## src/design/daf_defs.svh

```systemverilog
`ifndef DAF_DEFS_SVH
`define DAF_DEFS_SVH

// ==========================================================
// Register map on the diagnostic serial target
`define DAF_SERIAL_ADDR 7'h51
`define DAF_PRIMARY_OFFSET 8'h70
`define DAF_RECEIVE_OFFSET 8'h71

// ==========================================================
// Reset values
`define DAF_PRIMARY_RESET 8'h00
`define DAF_RECEIVE_RESET 8'h00

// ==========================================================
// Field positions
`define DAF_TEMP_HIGH_BIT 7
`define DAF_TEMP_LOW_BIT 6
`define DAF_VOLT_HIGH_BIT 5
`define DAF_VOLT_LOW_BIT 4
`define DAF_BIAS_HIGH_BIT 3
`define DAF_BIAS_LOW_BIT 2
`define DAF_TXPWR_HIGH_BIT 1
`define DAF_TXPWR_LOW_BIT 0
`define DAF_RX_OVERLOAD_BIT 7
`define DAF_RX_LOSS_BIT 6
`define DAF_RECEIVE_RSVD_MASK 8'h3f

`endif

```

## src/design/daf_pkg.sv

```systemverilog
`default_nettype none

package daf_pkg;

  // ==========================================================
  // Types
  typedef logic [7:0] daf_byte_t;

  typedef enum logic [2:0] {
    DAF_P_TEMP = 3'b000,
    DAF_P_VOLT = 3'b001,
    DAF_P_BIAS = 3'b010,
    DAF_P_TXPWR = 3'b011,
    DAF_P_RXPWR = 3'b100
  } daf_param_t;

  typedef enum logic [1:0] {
    DAF_SEL_NONE = 2'b00,
    DAF_SEL_PRIMARY = 2'b01,
    DAF_SEL_RECEIVE = 2'b10
  } daf_sel_t;

endpackage

`default_nettype wire

```

## src/design/daf_compare.sv

```systemverilog
`timescale 1ns/10ps
`default_nettype none

module daf_compare
  import daf_pkg::*;
#(
  parameter int DATA_W = 8
) (
  input wire logic [DATA_W-1:0] result_in,
  input wire logic [DATA_W-1:0] upper_in,
  input wire logic [DATA_W-1:0] lower_in,
  output logic above_out,
  output logic below_out
);

  // ==========================================================
  // Strict unsigned compare; equal to a limit is within limits
  always_comb begin
    above_out = (result_in > upper_in);
    below_out = (result_in < lower_in);
  end

endmodule

`default_nettype wire

```

## src/design/daf_top.sv

```systemverilog
// Operation
// - Temperature above upper limit sets primary bit7
// - Temperature below lower limit sets primary bit6
// - Supply above upper limit sets primary bit5
// - Supply below lower limit sets primary bit4
// - Laser current above upper sets primary bit3
// - Laser current below lower sets primary bit2
// - Transmit power above upper sets primary bit1
// - Transmit power below lower sets primary bit0
// - Receive power above upper sets receive bit7
// - Receive power below lower sets receive bit6
// - Flag reads condition; host writes ignored
// - Both bytes zero at power-up
// - Bytes at 112, 113 on diagnostic target
`timescale 1ns/10ps
`default_nettype none
`include "daf_defs.svh"

module daf_top
  import daf_pkg::*;
#(
  parameter int DATA_W = 8,
  parameter int NUM_PARAMS = 5
) (
  input wire logic sys_clk_in,
  input wire logic rst_n_in,
  input wire logic [7:0] temperature_result_hi_in,
  input wire logic [7:0] temp_alarm_upper_hi_in,
  input wire logic [7:0] temp_alarm_lower_hi_in,
  input wire logic temperature_store_in,
  input wire logic [7:0] supply_result_hi_in,
  input wire logic [7:0] supply_alarm_upper_hi_in,
  input wire logic [7:0] supply_alarm_lower_hi_in,
  input wire logic supply_store_in,
  input wire logic [7:0] laser_current_result_hi_in,
  input wire logic [7:0] laser_current_alarm_upper_hi_in,
  input wire logic [7:0] laser_current_alarm_lower_hi_in,
  input wire logic laser_current_store_in,
  input wire logic [7:0] transmit_power_result_hi_in,
  input wire logic [7:0] transmit_power_alarm_upper_hi_in,
  input wire logic [7:0] transmit_power_alarm_lower_hi_in,
  input wire logic transmit_power_store_in,
  input wire logic [7:0] receive_power_result_hi_in,
  input wire logic [7:0] receive_power_alarm_upper_hi_in,
  input wire logic [7:0] receive_power_alarm_lower_hi_in,
  input wire logic receive_power_store_in,
  input wire logic [6:0] reg_target_in,
  input wire logic [7:0] reg_addr_in,
  input wire logic reg_rd_in,
  input wire logic reg_wr_in,
  input wire logic [7:0] reg_wdata_in,
  output logic [7:0] reg_rdata_out,
  output logic reg_rd_ack_out,
  output logic reg_wr_ack_out,
  output logic [7:0] alarm_flags_primary_out,
  output logic [7:0] alarm_flags_receive_out
);

  // ==========================================================
  // Elaboration checks
  // The two byte maps fix the layout; other sizes have no bit
  // positions to land in, so they are refused before simulation.
  generate
    if (DATA_W != 8) begin : g_bad_width
      $error("daf_top: only 8-bit high bytes are compared");
    end
    if (NUM_PARAMS != 5) begin : g_bad_count
      $error("daf_top: flag layout serves exactly five parameters");
    end
  endgenerate

  // ==========================================================
  // Reset release
  // Two flops so the release never lands close to a clock edge
  logic rst_meta_reg;
  logic rst_sync_reg;
  logic rst_n;

  always_ff @(posedge sys_clk_in or negedge rst_n_in) begin
    if (!rst_n_in) begin
      rst_meta_reg <= 1'b0;
      rst_sync_reg <= 1'b0;
    end else begin
      rst_meta_reg <= 1'b1;
      rst_sync_reg <= rst_meta_reg;
    end
  end

  assign rst_n = rst_sync_reg;

  // ==========================================================
  // Parameter gathering
  logic [DATA_W-1:0] result_arr [NUM_PARAMS];
  logic [DATA_W-1:0] upper_arr [NUM_PARAMS];
  logic [DATA_W-1:0] lower_arr [NUM_PARAMS];
  logic [NUM_PARAMS-1:0] store_vec;
  logic [NUM_PARAMS-1:0] above_vec;
  logic [NUM_PARAMS-1:0] below_vec;

  assign result_arr[DAF_P_TEMP] = temperature_result_hi_in;
  assign upper_arr[DAF_P_TEMP] = temp_alarm_upper_hi_in;
  assign lower_arr[DAF_P_TEMP] = temp_alarm_lower_hi_in;
  assign store_vec[DAF_P_TEMP] = temperature_store_in;
  assign result_arr[DAF_P_VOLT] = supply_result_hi_in;
  assign upper_arr[DAF_P_VOLT] = supply_alarm_upper_hi_in;
  assign lower_arr[DAF_P_VOLT] = supply_alarm_lower_hi_in;
  assign store_vec[DAF_P_VOLT] = supply_store_in;
  assign result_arr[DAF_P_BIAS] = laser_current_result_hi_in;
  assign upper_arr[DAF_P_BIAS] = laser_current_alarm_upper_hi_in;
  assign lower_arr[DAF_P_BIAS] = laser_current_alarm_lower_hi_in;
  assign store_vec[DAF_P_BIAS] = laser_current_store_in;
  assign result_arr[DAF_P_TXPWR] = transmit_power_result_hi_in;
  assign upper_arr[DAF_P_TXPWR] = transmit_power_alarm_upper_hi_in;
  assign lower_arr[DAF_P_TXPWR] = transmit_power_alarm_lower_hi_in;
  assign store_vec[DAF_P_TXPWR] = transmit_power_store_in;
  assign result_arr[DAF_P_RXPWR] = receive_power_result_hi_in;
  assign upper_arr[DAF_P_RXPWR] = receive_power_alarm_upper_hi_in;
  assign lower_arr[DAF_P_RXPWR] = receive_power_alarm_lower_hi_in;
  assign store_vec[DAF_P_RXPWR] = receive_power_store_in;

  // ==========================================================
  // Comparators, one per parameter
  genvar gi;
  generate
    for (gi = 0; gi < NUM_PARAMS; gi++) begin : g_cmp
      daf_compare #(
        .DATA_W(DATA_W)
      ) u_cmp (
        .result_in(result_arr[gi]),
        .upper_in(upper_arr[gi]),
        .lower_in(lower_arr[gi]),
        .above_out(above_vec[gi]),
        .below_out(below_vec[gi])
      );
    end
  endgenerate

  // ==========================================================
  // Flag state
  // Held between conversions so a threshold rewrite alone does not
  // move a flag; it takes effect at the next stored result.
  logic [NUM_PARAMS-1:0] high_flag_reg;
  logic [NUM_PARAMS-1:0] high_flag_next;
  logic [NUM_PARAMS-1:0] low_flag_reg;
  logic [NUM_PARAMS-1:0] low_flag_next;

  always_comb begin
    high_flag_next = high_flag_reg;
    low_flag_next = low_flag_reg;
    for (int i = 0; i < NUM_PARAMS; i++) begin
      if (store_vec[i]) begin
        high_flag_next[i] = above_vec[i];
        low_flag_next[i] = below_vec[i];
      end
    end
  end

  always_ff @(posedge sys_clk_in or negedge rst_n) begin
    if (!rst_n) begin
      high_flag_reg <= '0;
      low_flag_reg <= '0;
    end else begin
      high_flag_reg <= high_flag_next;
      low_flag_reg <= low_flag_next;
    end
  end

  // ==========================================================
  // Byte assembly
  logic [7:0] primary_byte;
  logic [7:0] receive_byte;

  always_comb begin
    primary_byte = `DAF_PRIMARY_RESET;
    receive_byte = `DAF_RECEIVE_RESET;
    primary_byte[`DAF_TEMP_HIGH_BIT] = high_flag_reg[DAF_P_TEMP];
    primary_byte[`DAF_TEMP_LOW_BIT] = low_flag_reg[DAF_P_TEMP];
    primary_byte[`DAF_VOLT_HIGH_BIT] = high_flag_reg[DAF_P_VOLT];
    primary_byte[`DAF_VOLT_LOW_BIT] = low_flag_reg[DAF_P_VOLT];
    primary_byte[`DAF_BIAS_HIGH_BIT] = high_flag_reg[DAF_P_BIAS];
    primary_byte[`DAF_BIAS_LOW_BIT] = low_flag_reg[DAF_P_BIAS];
    primary_byte[`DAF_TXPWR_HIGH_BIT] = high_flag_reg[DAF_P_TXPWR];
    primary_byte[`DAF_TXPWR_LOW_BIT] = low_flag_reg[DAF_P_TXPWR];
    receive_byte[`DAF_RX_OVERLOAD_BIT] = high_flag_reg[DAF_P_RXPWR];
    receive_byte[`DAF_RX_LOSS_BIT] = low_flag_reg[DAF_P_RXPWR];
    receive_byte = receive_byte & ~`DAF_RECEIVE_RSVD_MASK;
  end

  // ==========================================================
  // Mirror outputs
  // Registered so the pins never show a half-assembled byte;
  // this costs one cycle of lag behind the flags.
  logic [7:0] primary_reg;
  logic [7:0] primary_next;
  logic [7:0] receive_reg;
  logic [7:0] receive_next;

  always_comb begin
    primary_next = primary_byte;
    receive_next = receive_byte;
  end

  always_ff @(posedge sys_clk_in or negedge rst_n) begin
    if (!rst_n) begin
      primary_reg <= `DAF_PRIMARY_RESET;
      receive_reg <= `DAF_RECEIVE_RESET;
    end else begin
      primary_reg <= primary_next;
      receive_reg <= receive_next;
    end
  end

  // ==========================================================
  // Register port
  function automatic daf_sel_t decode_sel(input logic [6:0] target,
                                          input logic [7:0] addr);
    daf_sel_t sel;
    sel = DAF_SEL_NONE;
    if (target == `DAF_SERIAL_ADDR) begin
      if (addr == `DAF_PRIMARY_OFFSET) begin
        sel = DAF_SEL_PRIMARY;
      end else if (addr == `DAF_RECEIVE_OFFSET) begin
        sel = DAF_SEL_RECEIVE;
      end
    end
    return sel;
  endfunction

  daf_sel_t rd_sel;
  daf_sel_t wr_sel;
  logic [7:0] rdata_reg;
  logic [7:0] rdata_next;
  logic rd_ack_reg;
  logic rd_ack_next;
  logic wr_ack_reg;
  logic wr_ack_next;

  // Reads win over writes when both strobes arrive together
  assign rd_sel = decode_sel(reg_target_in, reg_addr_in);
  assign wr_sel = decode_sel(reg_target_in, reg_addr_in);

  // Reads see the flags as they stood before this cycle's store
  always_comb begin
    rdata_next = rdata_reg;
    rd_ack_next = 1'b0;
    wr_ack_next = 1'b0;
    if (reg_rd_in) begin
      unique case (rd_sel)
        DAF_SEL_PRIMARY: begin
          rdata_next = primary_byte;
          rd_ack_next = 1'b1;
        end
        DAF_SEL_RECEIVE: begin
          rdata_next = receive_byte;
          rd_ack_next = 1'b1;
        end
        DAF_SEL_NONE: begin
          rdata_next = rdata_reg;
        end
        default: begin
          rdata_next = rdata_reg;
        end
      endcase
    end else if (reg_wr_in) begin
      unique case (wr_sel)
        DAF_SEL_PRIMARY, DAF_SEL_RECEIVE: begin
          // Accepted and dropped; data never reaches the flags
          wr_ack_next = 1'b1;
        end
        DAF_SEL_NONE: begin
          wr_ack_next = 1'b0;
        end
        default: begin
          wr_ack_next = 1'b0;
        end
      endcase
    end
  end

  always_ff @(posedge sys_clk_in or negedge rst_n) begin
    if (!rst_n) begin
      rdata_reg <= 8'h00;
      rd_ack_reg <= 1'b0;
      wr_ack_reg <= 1'b0;
    end else begin
      rdata_reg <= rdata_next;
      rd_ack_reg <= rd_ack_next;
      wr_ack_reg <= wr_ack_next;
    end
  end

  assign reg_rdata_out = rdata_reg;
  assign reg_rd_ack_out = rd_ack_reg;
  assign reg_wr_ack_out = wr_ack_reg;
  assign alarm_flags_primary_out = primary_reg;
  assign alarm_flags_receive_out = receive_reg;

endmodule

`default_nettype wire

```

## config.mk

```make
export PLATFORM = sky130hd
export DESIGN_NAME = daf_top
export DESIGN_NICKNAME = d
export VERILOG_FILES = /design/src/design/daf_pkg.sv /design/src/design/daf_compare.sv /design/src/design/daf_top.sv
export VERILOG_INCLUDE_DIRS = /design/src /design/src/design
export SDC_FILE = /design/constraint.sdc
export NUM_CORES = 1
export LEC_CHECK = 0
export ABC_AREA = 1
export BUFFER_PORTS_ARGS = -buffer_cell sky130_fd_sc_hd__buf_2
export CAP_MARGIN = 20
export CORE_ASPECT_RATIO = 0.8
export CORE_UTILIZATION = 30
export DETAILED_ROUTE_END_ITERATION = 7
export GPL_TIMING_DRIVEN = 0
export PLACE_DENSITY = 0.68
export SYNTH_ARGS = -nofsm -noshare
export SYNTH_HDL_FRONTEND = slang
export SYNTH_SLANG_ARGS = --single-unit
```

## constraint.sdc

```tcl
create_clock -name sys_clk_in -period 2.5 [get_ports sys_clk_in]
set_input_delay 0.125 -clock sys_clk_in [delete_from_list [all_inputs] [get_ports sys_clk_in]]
set_output_delay 0.125 -clock sys_clk_in [all_outputs]
set_load 0.02 [all_outputs]
```

# After elaboration in Yosys (flattened, before gate mapping)
# Cells that the tools add are included.
# word_totals
ramBits	0
latchBits	0
romBits	0
mem_count	0
in_bits	152
ff_bits	32
# op_classes
div	0
add_sub_neg	0
bitwise	0
n_eq_ne	5
reduce_logical	3
n_lt_le_gt_ge	10
n_shift	0
muxes	8
n_mul	0
# ops
op	count
$gt 8x8->1	5
$lt 8x8->1	5
$eq 8x7->1 const B	2
$pmux 8 s2	1
$eq 7x7->1 const B	1
$mux 2	3
$mux 1	4
$eq 2x1->1 const B	1
$eq 2x2->1 const B	1
$reduce_and 2->1	1
$reduce_bool 2->1	1
$reduce_or 2->1	1

# Longest topological paths before layout
# depth
ltp_word	9
mapped_depth	11
depth_no_buf	11

# By module
# From an unflattened synthesis, not the netlist that was laid out.
# unflattened
cells_unflattened	447
hier_area_um2	3264.4
# modules_own_cells
mod	area_each_um2	cells_per_inst	seq_area_each_um2	n_inst
daf_compare	401.6	66	0.0	5
daf_top	1256.2	117	800.8	1

# Least setup slack after synthesis
# OpenSTA, ideal clock, no wires.
# synth_timing
kind	input port to flip-flop
startpoint	in reg_addr_in[5]
endpoint	reg rdata_reg[7], in the netlist reg_rdata_out[7]
slack_ps	1080
arrival_ps	1338
cell_stages	9
required_time_ps	2418
path_cell_list	nand2_1 -> nor3b_1 -> nand3_1 -> nor3_1 -> ha_1 -> nor2_2 -> buf_6 -> nor2_2 -> a31oi_1
# synth_via
elab_chain_len	7
word_cells_on_any_way	10
cone_classes	4 x eq/ne; 4 x mux; 2 x reduce/logical
# synth_rtl
element	line_no	source
from (decl)	daf_top.sv:48	input wire logic [7:0] reg_addr_in,
$eq 8x7->1 (no line)	n/a	
$mux 2	daf_top.sv:222	end else if (addr == `DAF_RECEIVE_OFFSET) begin
$mux 2 (*)	daf_top.sv:220	if (addr == `DAF_PRIMARY_OFFSET) begin
$mux 2 (*)	daf_top.sv:219	if (target == `DAF_SERIAL_ADDR) begin
$eq 2x1->1 or $eq 2x2->1 (tied branches)	daf_top.sv:248	unique case (rd_sel)
$reduce_bool 2->1 (no line)	n/a	
$reduce_and 2->1 (no line)	n/a	
to (signal assigned)	daf_top.sv:286	rdata_reg <= rdata_next;
to (decl)	daf_top.sv:231	logic [7:0] rdata_reg;
# Mark *: on every way between the ends. The rest lies on a longest branch, timed or not.
# A chain may end at the register's enable or synchronous reset.

# Worst setup path in the final report
# Ends and elaborated chain as after synthesis.

==> results.txt <==
----------------------------------------------------
[Worst setup path]
  List of cells traversed by the critical path ... buf_2, nand2_1, nor3b_1, nand3_1, nor3_1, ha_1, nor2_2, buf_6, nor2_2, a31oi_1
  Kind of critical path ... primary input to flop
  Dominant cell type by count on the critical path ... sky130_fd_sc_hd__nor2_2
  Cell with the largest stage delay on the worst path ... sky130_fd_sc_hd__ha_1
  Kind of cell adding the most delay to the critical path ... simple AND/OR/NAND/NOR gates
  Maximum single-stage delay on the critical path ... 360 ps
  Highest net fanout along the worst path ... 10
  CP Launch Type ... primary input
  Critical Path AT ... 1610 ps
  WP buf/inv ... 2
  Critical path data required time ... 2690 ps
  Element type at the critical path end ... flop
  R2r setup slk ... 1630 ps

[GRT]
  Largest net degree at the start of global routing ... 17
  Via count of the first global-routing pass ... 2750
  Met1 GRT Util ... 17.2%
  Global Route Usage Sum ... 12.9%
  Highest-utilization routing layer at the global route stage ... met2
  Met2 global-route usage ... 21.5%
  Grt total ovfl ... 0
  Wire length of the first global-routing pass ... 11800 µm
  Initial antenna violation count ... 0
  Met3 track utilization from global routing ... 3.20%

[Logic synthesis]
  Distinct cell type count of the synthesized netlist ... 19
  Proportion of netlist area held by the largest area contributor ... 29.6%
  Area contributors post-synth ... sky130_fd_sc_hd__ha_1, sky130_fd_sc_hd__dfrtp_1, sky130_fd_sc_hd__nand2_1
  EDFF count, synth ... 0
  Most used DFF post-synth ... sky130_fd_sc_hd__dfrtp_1
  Post-synthesis instance total ... 462
  Cell types with the highest counts after synthesis ... sky130_fd_sc_hd__nand2_1, sky130_fd_sc_hd__inv_1, sky130_fd_sc_hd__ha_1, sky130_fd_sc_hd__nor2_1, sky130_fd_sc_hd__dfrtp_1
  Portion of the post-synthesis area used by sequential elements ... 24.9%
  Async set-reset flop share out of synthesis ... 100%
  Cell taking the most area after synthesis ... sky130_fd_sc_hd__ha_1
  Number of storage elements in the synthesis netlist ... 32
  Leading cell type by number of instances after synthesis ... sky130_fd_sc_hd__nand2_1
  Warnings from Yosys ... 0
  Netlist area before placement ... 0.00321 mm²
  Avg Cell Area, Syn ... 6.96 µm²

[Floorplanning]
  Core Area ... 0.0103 mm²
  Initial Util ... 31.1%
  Die outline height ... 94.6 µm
  Width of the die ... 118 µm
  FP Rows ... 33
  Ports placed on the boundary ... 178
  Overall die area ... 0.0111 mm²

[STA]
  Unrepaired setup endpoints after global routing ... false
  Final worst path period share ... 56.6%
  F_max ... 707 MHz
  Minimum period implied by the final worst setup slack ... 1410 ps
  Measured slew at the worst slew-check pin ... 782 ps
  Endpoints failing hold ... 0
  Worst setup skew after layout ... 4.97 ps
  Final Setup Violations ... 0
  Post-Route Setup TNS ... 0 ps
  Slew headroom ... 47.9%
  Max Transition Viols Final ... 0

[Status]
  Outcome ... complete, no violations

[Drt]
  Routed wirelength normalized by instance count ... 8.88 µm
  Residual DRC count ... 0
  Antenna Violating Nets Remaining ... 0
  Vias after detailed routing ... 3103
  Wire length after detailed routing ... 6930 µm
  Initial DRC Count ... 55
  Post-DR vias/cell ... 3.98
  First-pass DRT Iterations ... 4

[Clock network]
  Buffer cell driving the clock tree root ... sky130_fd_sc_hd__clkbuf_16
  Clock tree buffer depth ... 2
  Number of clock sinks ... 32
  CTS H-tree depth ... 2
  Number of buffers created by CTS ... 5
  Clock slew seen by the registers of the worst setup and hold paths ... 50 ps
  Clock insertion delay at the later pin of the skew report ... 270 ps
  Clock tree from TritonCTS ... yes
  Number of resized instances in the post-cts repair step ... 0
  Post-CTS setup repair buffer count ... 0

[Power]
  Peak ir drop on the vdd network ... 0.244 mV
  Total leakage power ... 2.93 nW
  P per Cell Area ... 412 mW/mm²

[Finish]
  Ant. Diodes ... 0
  Share of layout cells above drive strength 1 ... 28.4%
  Non-filler cells, final ... 780
  Synthesis-to-layout area growth ... 38.3%
  NumNets Final ... 867
  Post-route core utilization ... 43.1%
  Number of filler instances in the final layout ... 1077

[Place]
  Routability congestion estimate ... 0.742
  PortBufs ... 163
  Number of cells in the design after placement ... 771
  Post-DP HPWL ... 6120 µm

[Job]
  Number of max-cap violations ... 0

[Min path]
  Worst hold path type ... primary input to flop

----------------------------------------------------
==> logic make-up (layout without fill, tap and decap cells) <==
kind of cell	count (synthesis)	count (layout)	share of synthesized area, %
AO/OA/AOI/OAI	46	46	7.63
adder cells (fa/ha/maj)	76	76	29.6
buffers and inverters	116	289	14.5
flip-flops	32	32	24.9
other	2	7	0.234
AND/OR/NAND/NOR	190	190	23.2
==> final cells by class <==
class | instances | area (µm²) | area share, %
plain buffers | 7 | 56.3 | 1.27
multi-input cells | 319 | 1970 | 44.3
inverters | 109 | 409 | 9.21
well taps | 140 | 175 | 3.94
clock buffers | 7 | 153 | 3.43
repair buffers | 165 | 853 | 19.2
clock inverters | 1 | 30.0 | 0.676
flip-flops and latches | 32 | 801 | 18.0
==> routing by layer <==
| metal | part of all wire (%) | wire [µm] |
|---|---|---|
| met5 | 0 | 0 |
| met4 | 0.27 | 19 |
| met3 | 6.9 | 480 |
| met2 | 42 | 2940 |
| met1 | 50 | 3490 |
==> power by group <==
part / internal (mW) / total (mW) / switching (mW)
registers: 0.565 / 0.594 / 0.0293
logic: 0.241 / 0.508 / 0.267
clock network: 0.524 / 0.730 / 0.206
==> layout by cell type (no fill, tap or decap), types with 5 or more instances in the layout <==
cell	count
sky130_fd_sc_hd__buf_2	163
sky130_fd_sc_hd__nand2_1	138
sky130_fd_sc_hd__inv_1	108
sky130_fd_sc_hd__ha_1	76
sky130_fd_sc_hd__nor2_1	36
sky130_fd_sc_hd__dfrtp_1	32
sky130_fd_sc_hd__a21oi_1	29
sky130_fd_sc_hd__o21ai_0	10
sky130_fd_sc_hd__nand3_1	8
sky130_fd_sc_hd__conb_1	7
sky130_fd_sc_hd__buf_4	6
sky130_fd_sc_hd__a21o_1	5
sky130_fd_sc_hd__clkbuf_16	5
==> metrics by stage <==
| stage | worst slack [ps] | hold WS (ps) | power (mW) | area (µm²) |
|---|---|---|---|---|
| floorplan | 1080 | -171 | 0.904 | 3230 |
| global placement | 748 | -85.4 | 1.11 | 4220 |
| detailed placement | 765 | -86.2 | 1.12 | 4250 |
| CTS | 1050 | 34.8 | 1.87 | 4440 |
| global route | 899 | 53.6 | 1.98 | 4440 |
| finish | 1090 | 42.6 | 1.83 | 4440 |
==> repair_timing <==
item | in CTS | in global routing
hold buffers | 1 | 0
endpoints found under the hold margin | 2 | 0
setup endpoints to repair | 0 | 0
==> final timing paths <==
check	start	to	cells after the start
min	reg_rd_in	reg_wr_ack_out	2
min reg2reg	rst_n	low_flag_reg[2]	0
max in group asynchronous	rst_n	low_flag_reg[4]	1
min in group asynchronous	rst_n_in	rst_meta_reg	2
max reg2reg	rst_n	low_flag_reg[4]	1
max	reg_addr_in[5]	reg_rdata_out[7]	10
No activity file was read; power rests on OpenSTA's default activity.
